File: src/boot_seq_pkg.sv
// constants, carriers and state layout for the drive bootstrap read-in sequencer
package boot_seq_pkg;

  // word path and device addressing
  localparam int WORD_W = 36;
  typedef logic [WORD_W-1:0] word_t;
  localparam int DEV_CODE_W = 9;
  localparam logic [DEV_CODE_W-1:0] BOOT_DEV_CODE = 9'h0b8; // 270 octal
  localparam int DRV_SEL_W = 3;
  localparam int DRV_REG_W = 5;
  localparam int DRV_CMD_W = 16;
  localparam logic [DRV_REG_W-1:0] DRV_REG_CTRL = 5'h00;
  localparam logic [DRV_CMD_W-1:0] CMD_PRESET = 16'h0011; // 21 octal
  localparam logic [DRV_CMD_W-1:0] CMD_READ = 16'h0039; // 71 octal

  // timing
  localparam int CLK_MHZ = 100;
  localparam int INIT_NS = 400;
  localparam int INIT_CYC = (INIT_NS * CLK_MHZ + 999) / 1000;
  localparam int INIT_CNT_W = $clog2(INIT_CYC + 1);

  // wishbone register map (byte addresses)
  localparam int ADR_W = 4;
  localparam logic [ADR_W-1:0] ADR_CTRL = 4'h0;
  localparam logic [ADR_W-1:0] ADR_STATUS = 4'h4;
  localparam logic [ADR_W-1:0] ADR_DATA = 4'h8;
  localparam logic [ADR_W-1:0] ADR_WORD_MASK = 4'hc;

  // indices into the synchroniser vector
  localparam int SY_RESET = 0;
  localparam int SY_START = 1;
  localparam int SY_CPU_DATA_IN = 2;
  localparam int SY_GRANT = 3;
  localparam int SY_XFER = 4;
  localparam int SY_OCC = 5;
  localparam int SY_SCLK = 6;
  localparam int SY_EBL = 7;
  localparam int SY_N = 8;

  typedef enum logic [3:0] {
    S_IDLE       = 4'b0000,
    S_ARMED      = 4'b0001,
    S_PRESET_DEM = 4'b0010,
    S_PRESET_REL = 4'b0011,
    S_WAIT_CTL   = 4'b0100,
    S_CTL_DEM    = 4'b0101,
    S_CTL_REL    = 4'b0110,
    S_RUN        = 4'b0111,
    S_DATA       = 4'b1000,
    S_PTR_READY  = 4'b1001,
    S_LAST_LOAD  = 4'b1010,
    S_LAST_READY = 4'b1011
  } seq_e;

  // drive control-bus carrier
  typedef struct packed {
    logic [DRV_SEL_W-1:0] sel;
    logic [DRV_REG_W-1:0] reg_addr;
    logic [DRV_CMD_W-1:0] data;
    logic write;
    logic demand;
  } drive_ctl_s;

  // status register layout
  typedef struct packed {
    logic [15:0] zero;
    logic [3:0] seq;
    logic xfer_terminate;
    logic xfer_complete;
    logic ar_full;
    logic chan_buf_full;
    logic boot_read_seen;
    logic boot_word_ready;
    logic chan_seized;
    logic chan_active_flag;
    logic chan_request_pending;
    logic ctl_done_flag;
    logic ctl_busy_flag;
    logic boot_active_flag;
  } status_s;

  // complete state of the sequencer
  typedef struct packed {
    logic [SY_N-1:0] sync1;
    logic [SY_N-1:0] sync2;
    logic [SY_N-1:0] prev;
    word_t data_s1;
    word_t data_s2;
    logic [DEV_CODE_W-1:0] code_s1;
    logic [DEV_CODE_W-1:0] code_s2;
    seq_e seq;
    logic [INIT_CNT_W-1:0] init_cnt;
    logic drive_init_out;
    logic power_clear;
    logic [DRV_SEL_W-1:0] panel_drive;
    logic boot_active_flag;
    logic boot_read_seen;
    logic boot_word_ready;
    logic boot_end_pulse;
    logic boot_xfer_done;
    drive_ctl_s drive_ctl;
    logic reg_buffer_load;
    logic ctl_cycle_req;
    logic run;
    logic xfer_start;
    logic chan_request_pending;
    logic chan_active_flag;
    logic chan_start_out;
    logic chan_seized;
    logic chan_boot_mode;
    logic chan_boot_mode_pulse;
    logic chan_pulse_flag;
    logic chan_pulse_seen;
    logic dev_word_pulse;
    word_t bus_data_reg;
    word_t assembly_reg;
    word_t channel_buffer;
    logic chan_buf_full;
    logic ar_full;
    logic chan_buf_load;
    logic ctl_busy_flag;
    logic ctl_done_flag;
    logic xfer_finish_enable;
    logic xfer_finish;
    logic xfer_terminate;
    logic xfer_complete;
    logic wb_ack;
    logic [31:0] wb_dat;
  } state_s;

endpackage

File: src/drive_bootstrap_readin_sequencer.sv
// read-in sequencer: loads a bootstrap block from a drive and hands two words to the processor
`timescale 1ns/1ps

module drive_bootstrap_readin_sequencer (
  input wire logic clk_i,
  input wire logic rst_i,
  input wire logic wb_cyc_i,
  input wire logic wb_stb_i,
  input wire logic wb_we_i,
  input wire logic [boot_seq_pkg::ADR_W-1:0] wb_adr_i,
  input wire logic [3:0] wb_sel_i,
  input wire logic [31:0] wb_dat_i,
  output logic [31:0] wb_dat_o,
  output logic wb_ack_o,
  input wire logic iob_reset_i,
  input wire logic boot_start_pulse_i,
  input wire logic [boot_seq_pkg::DEV_CODE_W-1:0] iob_dev_code_i,
  input wire logic cpu_data_in_i,
  output logic boot_word_ready_out_o,
  output boot_seq_pkg::word_t cpu_data_o,
  output logic power_clear_o,
  input wire logic chan_granted_in_i,
  output logic chan_start_out_o,
  output logic chan_boot_mode_o,
  output logic dev_word_pulse_o,
  output boot_seq_pkg::word_t chan_data_o,
  output boot_seq_pkg::drive_ctl_s drive_ctl_o,
  input wire logic drive_transfer_i,
  output logic drive_run_o,
  output logic drive_init_out_o,
  input wire logic drive_occupied_i,
  input wire logic drive_sclk_i,
  input wire logic end_of_block_i,
  input wire boot_seq_pkg::word_t drive_data_i
);
  import boot_seq_pkg::*;

  state_s st_reg;
  state_s st_next;
  logic [SY_N-1:0] rise;
  logic [SY_N-1:0] fall;
  status_s status;

  // edges come only from the second synchroniser stage and its delayed copy
  assign rise = st_reg.sync2 & ~st_reg.prev;
  assign fall = ~st_reg.sync2 & st_reg.prev;

  // status view of the block's own flags
  always_comb begin
    status = '0;
    status.seq = st_reg.seq;
    status.xfer_terminate = st_reg.xfer_terminate;
    status.xfer_complete = st_reg.xfer_complete;
    status.ar_full = st_reg.ar_full;
    status.chan_buf_full = st_reg.chan_buf_full;
    status.boot_read_seen = st_reg.boot_read_seen;
    status.boot_word_ready = st_reg.boot_word_ready;
    status.chan_seized = st_reg.chan_seized;
    status.chan_active_flag = st_reg.chan_active_flag;
    status.chan_request_pending = st_reg.chan_request_pending;
    status.ctl_done_flag = st_reg.ctl_done_flag;
    status.ctl_busy_flag = st_reg.ctl_busy_flag;
    status.boot_active_flag = st_reg.boot_active_flag;
  end

  // next-state logic for the whole sequencer
  always_comb begin
    st_next = st_reg;

    // two-stage synchronisers for every pin from outside the clock domain
    st_next.sync1 = {end_of_block_i, drive_sclk_i, drive_occupied_i, drive_transfer_i,
                     chan_granted_in_i, cpu_data_in_i, boot_start_pulse_i, iob_reset_i};
    st_next.sync2 = st_reg.sync1;
    st_next.prev = st_reg.sync2;
    st_next.data_s1 = drive_data_i;
    st_next.data_s2 = st_reg.data_s1;
    st_next.code_s1 = iob_dev_code_i;
    st_next.code_s2 = st_reg.code_s1;

    // strobes last exactly one cycle
    st_next.power_clear = 1'b0;
    st_next.reg_buffer_load = 1'b0;
    st_next.xfer_start = 1'b0;
    st_next.chan_boot_mode_pulse = 1'b0;
    st_next.dev_word_pulse = 1'b0;
    st_next.chan_buf_load = 1'b0;
    st_next.boot_xfer_done = 1'b0;
    st_next.boot_end_pulse = 1'b0;
    st_next.xfer_finish = 1'b0;
    st_next.xfer_finish_enable = 1'b0;

    // wishbone slave: one wait state, ack dropped the cycle after it was given
    st_next.wb_ack = wb_cyc_i & wb_stb_i & ~st_reg.wb_ack;
    st_next.wb_dat = '0;
    if (wb_cyc_i && wb_stb_i && !st_reg.wb_ack) begin
      case (wb_adr_i & ADR_WORD_MASK)
        ADR_CTRL: begin
          st_next.wb_dat = {{(32-DRV_SEL_W){1'b0}}, st_reg.panel_drive};
          if (wb_we_i && wb_sel_i[0]) begin
            st_next.panel_drive = wb_dat_i[DRV_SEL_W-1:0];
          end
        end
        ADR_STATUS: st_next.wb_dat = status;
        ADR_DATA: st_next.wb_dat = st_reg.channel_buffer[31:0];
        default: st_next.wb_dat = '0; // unmapped reads as zero, writes ignored
      endcase
    end

    // drive initialise stretch after power clear
    if (st_reg.init_cnt != '0) begin
      st_next.init_cnt = st_reg.init_cnt - 1'b1;
    end
    st_next.drive_init_out = (st_next.init_cnt != '0);

    // register buffer takes the preset command one cycle after the load strobe
    if (st_reg.reg_buffer_load) begin
      st_next.drive_ctl.data = CMD_PRESET;
      st_next.drive_ctl.reg_addr = DRV_REG_CTRL;
    end

    // channel request: transfer start sets pending; a free channel goes active
    if (st_reg.xfer_start) begin
      st_next.chan_request_pending = 1'b1;
      if (!st_reg.chan_active_flag) begin
        st_next.chan_active_flag = 1'b1;
        st_next.chan_start_out = 1'b1;
      end
    end

    // channel grants itself: seized, pending cleared, read-in mode announced
    if (rise[SY_GRANT] && st_reg.chan_active_flag) begin
      st_next.chan_seized = 1'b1;
      st_next.chan_request_pending = 1'b0;
      st_next.chan_start_out = 1'b0;
      if (st_reg.boot_active_flag) begin
        st_next.chan_boot_mode = 1'b1;
        st_next.chan_boot_mode_pulse = 1'b1;
      end
    end

    // channel drops busy-in: it has terminated, the channel is inactive again
    if (fall[SY_GRANT] && st_reg.chan_seized) begin
      st_next.chan_seized = 1'b0;
      st_next.chan_active_flag = 1'b0;
    end

    // own pulse replaces the channel's; word pulses toggle the flag
    if (st_reg.chan_boot_mode_pulse) begin
      st_next.chan_pulse_flag = 1'b1;
      st_next.chan_pulse_seen = 1'b1;
    end else if (st_reg.dev_word_pulse) begin
      st_next.chan_pulse_flag = ~st_reg.chan_pulse_flag;
    end

    // finish follows finish-enable by one cycle
    if (rise[SY_EBL] && st_reg.ctl_busy_flag) begin
      st_next.xfer_finish_enable = 1'b1;
    end
    if (st_reg.xfer_finish_enable) begin
      st_next.xfer_finish = 1'b1;
    end
    if (st_reg.xfer_finish) begin
      st_next.ctl_busy_flag = 1'b0;
      st_next.ctl_done_flag = 1'b1;
      st_next.run = 1'b0;
    end

    // terminate and complete are levels derived from registered flags
    st_next.xfer_terminate = st_reg.chan_buf_full & st_reg.ar_full & ~st_reg.chan_active_flag;
    st_next.xfer_complete = st_reg.ctl_done_flag & ~st_reg.ctl_busy_flag
                            & ~st_reg.chan_active_flag;

    // main sequence
    case (st_reg.seq)
      S_IDLE: begin
        if (rise[SY_START] && st_reg.code_s2 == BOOT_DEV_CODE) begin
          st_next.boot_active_flag = 1'b1;
          st_next.drive_ctl.sel = st_reg.panel_drive;
          st_next.drive_ctl.write = 1'b1;
          st_next.ctl_done_flag = 1'b0;
          st_next.seq = S_ARMED;
        end
      end
      S_ARMED: begin
        // trailing edge of the start pulse loads the buffer and starts the channel
        if (fall[SY_START]) begin
          st_next.reg_buffer_load = 1'b1;
          st_next.xfer_start = 1'b1;
          st_next.seq = S_PRESET_DEM;
        end
      end
      S_PRESET_DEM: begin
        // waits out drive initialise so the preset is not lost in the drive's reset
        if (st_reg.drive_ctl.demand && rise[SY_XFER]) begin
          st_next.drive_ctl.demand = 1'b0;
          st_next.seq = S_PRESET_REL;
        end else if (!st_reg.drive_init_out && !st_reg.reg_buffer_load) begin
          st_next.drive_ctl.demand = 1'b1;
        end
      end
      S_PRESET_REL: begin
        if (!st_reg.sync2[SY_XFER]) begin
          st_next.seq = S_WAIT_CTL;
        end
      end
      S_WAIT_CTL: begin
        // control request only once the channel has been seized
        if (st_reg.chan_pulse_seen && !st_reg.ctl_cycle_req) begin
          st_next.ctl_cycle_req = 1'b1;
        end
        if (st_reg.ctl_cycle_req) begin
          st_next.drive_ctl.data = CMD_READ;
          st_next.drive_ctl.reg_addr = DRV_REG_CTRL;
          st_next.drive_ctl.write = 1'b1;
          st_next.drive_ctl.demand = 1'b1;
          st_next.seq = S_CTL_DEM;
        end
      end
      S_CTL_DEM: begin
        if (rise[SY_XFER]) begin
          st_next.drive_ctl.demand = 1'b0;
          st_next.ctl_cycle_req = 1'b0;
          st_next.seq = S_CTL_REL;
        end
      end
      S_CTL_REL: begin
        if (!st_reg.sync2[SY_XFER]) begin
          st_next.drive_ctl.write = 1'b0;
          st_next.run = 1'b1;
          st_next.ctl_busy_flag = 1'b1;
          st_next.seq = S_RUN;
        end
      end
      S_RUN: begin
        if (st_reg.sync2[SY_OCC]) begin
          st_next.seq = S_DATA;
        end
      end
      S_DATA: begin
        // one word per sync clock; data has been held through two stages like the clock
        if (rise[SY_SCLK] && st_reg.ctl_busy_flag) begin
          st_next.bus_data_reg = st_reg.data_s2;
          st_next.assembly_reg = st_reg.data_s2;
          if (st_reg.chan_active_flag) begin
            st_next.channel_buffer = st_reg.data_s2;
            st_next.dev_word_pulse = 1'b1;
          end else if (!st_reg.chan_buf_full) begin
            st_next.channel_buffer = st_reg.data_s2;
            st_next.chan_buf_full = 1'b1;
          end else if (!st_reg.ar_full) begin
            st_next.ar_full = 1'b1;
          end else begin
            st_next.assembly_reg = st_reg.assembly_reg; // surplus words are dropped
          end
        end
        if (st_reg.xfer_complete && st_reg.chan_buf_full && st_reg.ar_full) begin
          st_next.boot_xfer_done = 1'b1;
          st_next.boot_word_ready = 1'b1;
          st_next.seq = S_PTR_READY;
        end
      end
      S_PTR_READY: begin
        if (rise[SY_CPU_DATA_IN]) begin
          st_next.boot_read_seen = 1'b1;
        end
        if (fall[SY_CPU_DATA_IN] && st_reg.boot_read_seen) begin
          st_next.chan_buf_full = 1'b0;
          st_next.boot_word_ready = 1'b0;
          st_next.seq = S_LAST_LOAD;
        end
      end
      S_LAST_LOAD: begin
        if (st_reg.ar_full && !st_reg.chan_buf_full) begin
          st_next.chan_buf_load = 1'b1;
          st_next.channel_buffer = st_reg.assembly_reg;
          st_next.chan_buf_full = 1'b1;
          st_next.ar_full = 1'b0;
          st_next.boot_word_ready = 1'b1;
          st_next.seq = S_LAST_READY;
        end
      end
      S_LAST_READY: begin
        if (rise[SY_CPU_DATA_IN]) begin
          st_next.boot_read_seen = 1'b0;
          st_next.boot_word_ready = 1'b0;
        end
        if (fall[SY_CPU_DATA_IN] && !st_reg.boot_read_seen) begin
          st_next.boot_end_pulse = 1'b1;
          st_next.boot_active_flag = 1'b0;
          st_next.chan_boot_mode = 1'b0;
          st_next.chan_buf_full = 1'b0;
          // a stale stored pulse would raise the next control request before the grant
          st_next.chan_pulse_seen = 1'b0;
          st_next.chan_pulse_flag = 1'b0;
          st_next.seq = S_IDLE;
        end
      end
      default: st_next.seq = S_IDLE;
    endcase

    // bus reset overrides everything: clears the sequence and all status flags
    if (rise[SY_RESET]) begin
      st_next.power_clear = 1'b1;
      st_next.init_cnt = INIT_CNT_W'(INIT_CYC);
      st_next.drive_init_out = 1'b1;
      st_next.seq = S_IDLE;
      st_next.boot_active_flag = 1'b0;
      st_next.boot_read_seen = 1'b0;
      st_next.boot_word_ready = 1'b0;
      st_next.drive_ctl = '0;
      st_next.ctl_cycle_req = 1'b0;
      st_next.run = 1'b0;
      st_next.chan_request_pending = 1'b0;
      st_next.chan_active_flag = 1'b0;
      st_next.chan_start_out = 1'b0;
      st_next.chan_seized = 1'b0;
      st_next.chan_boot_mode = 1'b0;
      st_next.chan_pulse_flag = 1'b0;
      st_next.chan_pulse_seen = 1'b0;
      st_next.chan_buf_full = 1'b0;
      st_next.ar_full = 1'b0;
      st_next.ctl_busy_flag = 1'b0;
      st_next.ctl_done_flag = 1'b0;
      st_next.xfer_terminate = 1'b0;
      st_next.xfer_complete = 1'b0;
    end
  end

  // single state register, synchronous reset to all zero
  always_ff @(posedge clk_i) begin
    if (rst_i) begin
      st_reg <= '0;
    end else begin
      st_reg <= st_next;
    end
  end

  // every output taken straight from the state register
  assign wb_dat_o = st_reg.wb_dat;
  assign wb_ack_o = st_reg.wb_ack;
  assign boot_word_ready_out_o = st_reg.boot_word_ready;
  assign cpu_data_o = st_reg.channel_buffer;
  assign power_clear_o = st_reg.power_clear;
  assign chan_start_out_o = st_reg.chan_start_out;
  assign chan_boot_mode_o = st_reg.chan_boot_mode;
  assign dev_word_pulse_o = st_reg.dev_word_pulse;
  assign chan_data_o = st_reg.channel_buffer;
  assign drive_ctl_o = st_reg.drive_ctl;
  assign drive_run_o = st_reg.run;
  assign drive_init_out_o = st_reg.drive_init_out;

endmodule

File: config.mk
export PLATFORM = sky130hd
export DESIGN_NAME = drive_bootstrap_readin_sequencer
export DESIGN_NICKNAME = d
export VERILOG_FILES = /design/src/boot_seq_pkg.sv /design/src/drive_bootstrap_readin_sequencer.sv
export SDC_FILE = /design/constraint.sdc
export NUM_CORES = 1
export LEC_CHECK = 0
export ABC_AREA = 1
export BUFFER_PORTS_ARGS = -buffer_cell sky130_fd_sc_hd__clkbuf_2
export CORE_AREA = 2 2 141 143
export DETAILED_ROUTE_END_ITERATION = 16
export DIE_AREA = 0 0 143 145
export PLACE_DENSITY = 0.89
export REMOVE_ABC_BUFFERS = 1
export SLEW_MARGIN = 0
export SYNTH_ARGS = -nofsm -noshare
export SYNTH_HDL_FRONTEND = slang
export SYNTH_SLANG_ARGS = --single-unit
File: constraint.sdc
create_clock -name clk_i -period 3.85 [get_ports clk_i]
set_input_delay 0.1925 -clock clk_i [delete_from_list [all_inputs] [get_ports clk_i]]
set_output_delay 0.1925 -clock clk_i [all_outputs]
set_load 0.02 [all_outputs]
# Word-level counts from Yosys, hierarchy flattened
# Cells that the tools add are included.
# Widths: inputs -> output; s select.
dict set report word_totals {
  input_bits 98
  register_bits 283
  elab_cells 224
  out_inout_bits 138
}
dict set report op_classes {
  bitwise_logic 19
  muxes 70
  add_sub_neg 1
  reduce_logical 54
  eq_ne 35
}
# op count
set ops {}
lappend ops {{$mux 36} 4}
lappend ops {{$pmux 32 s3} 1}
lappend ops {{$pmux 36 s2} 1}
lappend ops {{$mux 4} 12}
lappend ops {{$pmux 4 s12} 1}
lappend ops {{$mux 21} 2}
lappend ops {{$mux 39} 1}
lappend ops {{$mux 38} 1}
lappend ops {{$mux 37} 1}
lappend ops {{$ne 2x2->1 const B} 18}
lappend ops {{$mux 1} 28}
lappend ops {{$mux 23} 1}
lappend ops {{$eq 4x3->1 const B} 4}
lappend ops {{$eq 4x4->1 const B} 4}
lappend ops {{$logic_and 1x1->1} 16}
lappend ops {{$reduce_and 3->1} 5}
lappend ops {{$mux 2} 7}
lappend ops {{$reduce_and 12->1} 1}
lappend ops {{$reduce_and 4->1} 3}
lappend ops {{$reduce_bool 6->1} 2}
lappend ops {{$reduce_and 5->1} 2}
lappend ops {{$eq 9x8->1 const B} 1}
lappend ops {{$not 1->1} 9}
lappend ops {{$reduce_or 3->1} 3}
lappend ops {{25 further kinds} 51}

# Longest topological paths before layout
dict set report logic_depth {
  depth_word 6
  ltp_mapped 12
  ltp_nobuf 11
}

# Worst setup path after synthesis
# OpenSTA, ideal clock, no wires.
dict set report synth_timing {
  path_type {register to register}
  start {register st_reg[208] (netlist bit)}
  end {register st_reg (netlist bit chan_data_o[10])}
  setup_ps 118
  period_less_slack_ps 1562
  n_path_buf 1
  t_required_ps 3732
  arrival_ps 1445
  path_slack_ps 2288
  stages_incl_launch_ff 9
  cell_sequence {dfxtp_1 -> inv_2 -> nor2_4 -> nand2_2 -> nor3_4 -> nor2_4 -> buf_2 -> o21ai_1 -> nor2_1}
}
dict set report synth_between {
  elab_chain_cells 3
  elab_cells_between_ends 8
  cone_classes {eq/ne (5); mux (1); reduce/logical (2)}
}
# item line
set synth_rtl {}
lappend synth_rtl {{start: declaration} drive_bootstrap_readin_sequencer.sv:38} ;# state_s st_reg;
lappend synth_rtl {{start signal: assignment} drive_bootstrap_readin_sequencer.sv:334} ;# st_reg <= st_next;
lappend synth_rtl {{$eq 4x4->1} drive_bootstrap_readin_sequencer.sv:174} ;# case (st_reg.seq)
lappend synth_rtl {{$ne 3x3->1 (no source line) (tied with other cells)} -}
lappend synth_rtl {{$reduce_and 4->1 (no source line)} -}
# Several ways; a longest one is shown, not always the timed one.
# A chain may end at the register's enable or synchronous reset.

# Worst setup path after layout
dict set report layout_timing {
  start {register st_reg[205] (netlist bit)}
  end {register st_reg (netlist bit chan_data_o[25])}
}
# The elaborated chain is that of the path after synthesis.

==> results.md <==
Yosys:
- The post-synthesis instance area is 11000 um^2.
- The number of different library cells in the post-synthesis netlist is 38.
- The biggest area consumer among synthesized cells is sky130_fd_sc_hd__dfxtp_1.
- The top-area cell type share of the netlist area is 0.513.
- Sorting the synthesized cells by area gives the leading types as sky130_fd_sc_hd__dfxtp_1 (51%), sky130_fd_sc_hd__nor2_1 (11%), sky130_fd_sc_hd__buf_4 (9.2%), sky130_fd_sc_hd__inv_1 (6.1%), sky130_fd_sc_hd__nand2_1 (5.4%).
- The average instance in the mapped netlist occupies 7.72 um^2.
- In the synthesized netlist the async set-or-reset flop fraction comes to 0.
- The number of warnings printed during yosys synthesis is 0.
- The flop and latch count out of synthesis is roughly 280.
- In the synthesized netlist, the number of instances is 1420.
- The most frequent cell after synthesis is sky130_fd_sc_hd__nor2_1.
- The count of flip-flops with a built-in enable after synthesis is 0.
- The portion of the post-synthesis area used by sequential elements is 0.513.
- The primary flip-flop cell chosen by synthesis mapping is sky130_fd_sc_hd__dfxtp_1.
- Counting instances in the post-synthesis netlist gives the leading cell types as sky130_fd_sc_hd__nor2_1 (308), sky130_fd_sc_hd__dfxtp_1 (281), sky130_fd_sc_hd__inv_1 (177).

Global route:
- Across every metal layer, demand over resource in global routing totals 0.248.
- The initial antenna violation count is 0.
- The first global-routing pass estimated 42.3 mm of wire.
- The number of global-route vias before repair is 8985.
- The remaining global-route overflow is 0.
- In the global route stage, met2 resource usage came out at 0.421.
- For this run, global-route usage on met3 was measured as 0.0337.
- The met1 routing resource usage after global routing is 0.312.
- met2 is the most crowded layer.
- The maximum number of pins on one net before global-route repair is 79.

Drt:
- The DRC violation total after the first TritonRoute iteration is 719.
- Using the TritonRoute via totals, the vias-per-cell ratio works out to 5.08.
- Before antenna repair, the detailed router went through 5 iterations.
- The via count is 9182.
- For this run, design rule violations remaining after detail routing come to 0.
- Summed over all layers, the routed wires come to 25.6 mm.
- The antenna violation net count after detailed routing is 0.
- The wire length per cell is roughly 14 um.

Floorplanning:
- The number of ports placed on the die boundary is between 200 and 250.
- The width of the chip is 143 um.
- The die extent in y is between 100 and 150 um.
- The initial core utilization is 0.571.
- The die covers between 20000 and 25000 um^2.
- The placement row count is 51.
- The floorplan step defined a core boundary enclosing 19200 um^2.

Cells and area:
- The count of inserted antenna diode cells is 0.
- Relative to the synthesized area, the layout overhead comes to 14.9%.
- The total non-filler cell area in the finished layout is 12600 um^2.
- The layout has roughly 1500 filler cells.
- The number of flip-flops in the largest register is ~120.
- The net total in the final layout is 1625.
- Summing all flip-flop and latch instances after layout gives 5630 um^2.
- Of the cells placed in the final design, the portion with a size suffix greater than 1 is 0.177.
- The area used by multi-input combinational logic is about 3400 um^2.

Timing:
- Derived from the worst setup path, the maximum achievable clock frequency is between 300 and 400 MHz.
- At the pin with the least slew margin, the transition time is between 1 and 1.5 ns.
- Setup repair after global routing left no endpoint under its margin.
- The final number of hold-violating endpoints is 0.
- Setup violations remaining at the end of the flow were counted as 0.
- The final number of max-transition violations was 0.
- The shortest period the worst path allows is 2.82 ns.
- The final setup skew is 0.00643 ns.
- The share of the cycle needed by the critical path after routing is 0.732.
- The setup TNS after final layout is 0 ns.
- The headroom to the max-slew limit is 0.112.

Min path:
- The path class of the tightest hold or removal check is in -> reg.
- The worst hold path passes through 2 cells.
- The launch point of the worst hold path is rst_i.
- The endpoint of the worst hold path is st_reg[244]$_SDFF_PP0_.

Worst setup path:
- In this run the critical register-to-register path is launched from st_reg[205]$_SDFFE_PP0P_.
- The delay of the slowest critical-path stage is 0.97 ns.
- The element type at the critical path start is a register.
- The cell with the largest stage delay on the worst path is sky130_fd_sc_hd__inv_1.
- Traced cell by cell, the critical path runs through nor2_4, inv_1, nor2_4, buf_4, nand3_1, nand2_1, nor3_1, nor2_1.
- The endpoint identified for the worst register-to-register timing path is chan_data_o[25]$_SDFFE_PP0P_.
- For the worst setup path, the data arrival time is 3.25 ns.
- Among cell families on the critical path, the largest total delay comes from buffers and inverters.
- For the worst setup path, the data required time is between 4 and 5 ns.
- The critical path is of the reg -> reg type.
- The buffering stage count on the worst path with inverters included is 2.
- The worst setup path is captured at a register.
- The most frequent cell on the critical path is sky130_fd_sc_hd__nor2_4.
- In this run the register-to-register setup slack is 1.03 ns.
- The number of cells on the worst reg-to-reg path is 8.
- The highest net fanout along the worst path is 38.

CTS:
- The count of clock tree sinks is 281.
- After clock tree synthesis, the clock-pin slew on the worst setup and hold paths is 0.06 ns.
- The clock root buffer is sky130_fd_sc_hd__clkbuf_16.
- The clock passes through at most 3 buffers.
- The number of clock buffers added by TritonCTS is 28.
- The CTS tree is built.
- The clock reaches the later pin of the worst-skew pair after about 0.54 ns.
- The H-tree depth is 1.

Place:
- The count of input and output buffers is between 200 and 250.
- The placed instances occupy a cell area of 11100 um^2.
- After legalization and detailed placement, the total HPWL measured 15.6 mm.
- The final estimated routing congestion in global placement is 0.932.

Outcome:
- The flow ran to the end, and the final reports show no timing, DRC or antenna violations.

Power:
- The largest vdd supply drop is 0.355 mV.
- Dividing total power by cell area gives a power density of 562 nW/um^2.
- In this run the static leakage power is around 6.2 nW.

Job:
- Max-cap violations in this run came to 0.
## what timing repair did
| action | 4_1_cts | 5_1_grt |
|---|---|---|
| endpoints found under the hold margin | 56 | 0 |
| gates resized for setup | 0 | 0 |
| hold buffers | 56 | 0 |
| buffers inserted | 0 | 0 |
## worst max path at each step
stage / end / startpoint / depth (start not counted)
finish: chan_data_o[25]$_SDFFE_PP0P_ / st_reg[205]$_SDFFE_PP0P_ / 8
global route: chan_data_o[25]$_SDFFE_PP0P_ / st_reg[205]$_SDFFE_PP0P_ / 8
CTS: chan_data_o[25]$_SDFFE_PP0P_ / st_reg[205]$_SDFFE_PP0P_ / 8
detailed placement: chan_data_o[24]$_SDFFE_PP0P_ / st_reg[205]$_SDFFE_PP0P_ / 8
global placement: chan_data_o[21]$_SDFFE_PP0P_ / st_reg[205]$_SDFFE_PP0P_ / 8
floorplan: chan_data_o[0]$_SDFFE_PP0P_ / st_reg[207]$_SDFFE_PP0P_ / 7
## metrics by stage
stage	setup slack, ns	hold slack, ns	power [mW]	std cells	util
global placement	1.23	0.386	4.40	1704	0.580
global route	0.793	0.0385	7.38	1806	0.656
floorplan	1.27	0.262	4.02	1227	-
finish	1.03	0.0354	7.09	1806	0.656
detailed placement	1.08	0.388	4.45	1704	0.580
CTS	1.04	0.0335	7.10	1806	0.656
## metal layers
| metal | vias up | part of all wire |
|---|---|---|
| met1 | 4194 | 0.41 |
| met5 | - | 0 |
| met4 | 0 | 0.030 |
| met3 | 73 | 0.080 |
| li1 | 4461 | - |
| met2 | 454 | 0.48 |
## cells by family (layout without fill, tap and decap cells)
| family | Yosys count | after routing | share of synthesized area |
|---|---|---|---|
| adder cells (fa/ha/maj) | 2 | 2 | 0.00228 |
| XOR/XNOR | 4 | 4 | 0.00320 |
| flip-flops | 281 | 281 | 0.513 |
| AND/OR/NAND/NOR | 594 | 594 | 0.226 |
| AO/OA/AOI/OAI | 164 | 164 | 0.0792 |
| buffers and inverters | 375 | 496 | 0.176 |
## where the power goes
group	internal (mW)	switching [mW]
clock	1.54	1.09
sequential	3.09	0.164
combinational	0.385	0.823
## cell type report
class	count	area share
tap	265	0.0263
multi-input combinational	764	0.271
clock inverter	11	0.0101
sequential	281	0.447
clock buffer	35	0.0609
timing repair buffer	268	0.131
inverter	182	0.0542
## worst register-to-register path: cells and delay by family (launching register included)
family        cells  cell delay, ns
buf+inv           2            1.29
simple gates      6            0.84
flops             1            0.57
## layout by cell type, fill, tap and decap left out, types with 2 or more instances in the layout
cell type,Yosys,layout
sky130_fd_sc_hd__inv_2,3,4
sky130_fd_sc_hd__bufinv_16,0,2
sky130_fd_sc_hd__clkbuf_16,0,28
sky130_fd_sc_hd__clkbuf_8,0,4
sky130_fd_sc_hd__nand3b_1,2,2
sky130_fd_sc_hd__o221ai_1,3,3
sky130_fd_sc_hd__inv_1,177,176
sky130_fd_sc_hd__clkbuf_1,44,3
sky130_fd_sc_hd__a21oi_1,22,22
sky130_fd_sc_hd__clkbuf_2,3,200
sky130_fd_sc_hd__clkinv_2,0,4
sky130_fd_sc_hd__nand4_1,6,6
sky130_fd_sc_hd__clkinvlp_4,0,3
sky130_fd_sc_hd__buf_4,134,12
sky130_fd_sc_hd__dlygate4sd3_1,0,56
sky130_fd_sc_hd__a211oi_1,4,4
sky130_fd_sc_hd__dfxtp_1,281,281
sky130_fd_sc_hd__nor2_1,308,307
sky130_fd_sc_hd__o21ai_0,88,88
sky130_fd_sc_hd__nor4_1,4,4
sky130_fd_sc_hd__clkinv_1,2,2
sky130_fd_sc_hd__ha_1,2,2
sky130_fd_sc_hd__nor3_1,44,44
sky130_fd_sc_hd__a22o_1,3,3
sky130_fd_sc_hd__nand3_1,60,60
sky130_fd_sc_hd__nor2_2,2,2
sky130_fd_sc_hd__nor2_4,5,6
sky130_fd_sc_hd__nor3_4,2,2
sky130_fd_sc_hd__xor2_1,3,3
sky130_fd_sc_hd__o21ai_1,39,39
sky130_fd_sc_hd__nand2_1,157,157
(Power assumes the default switching activity.)
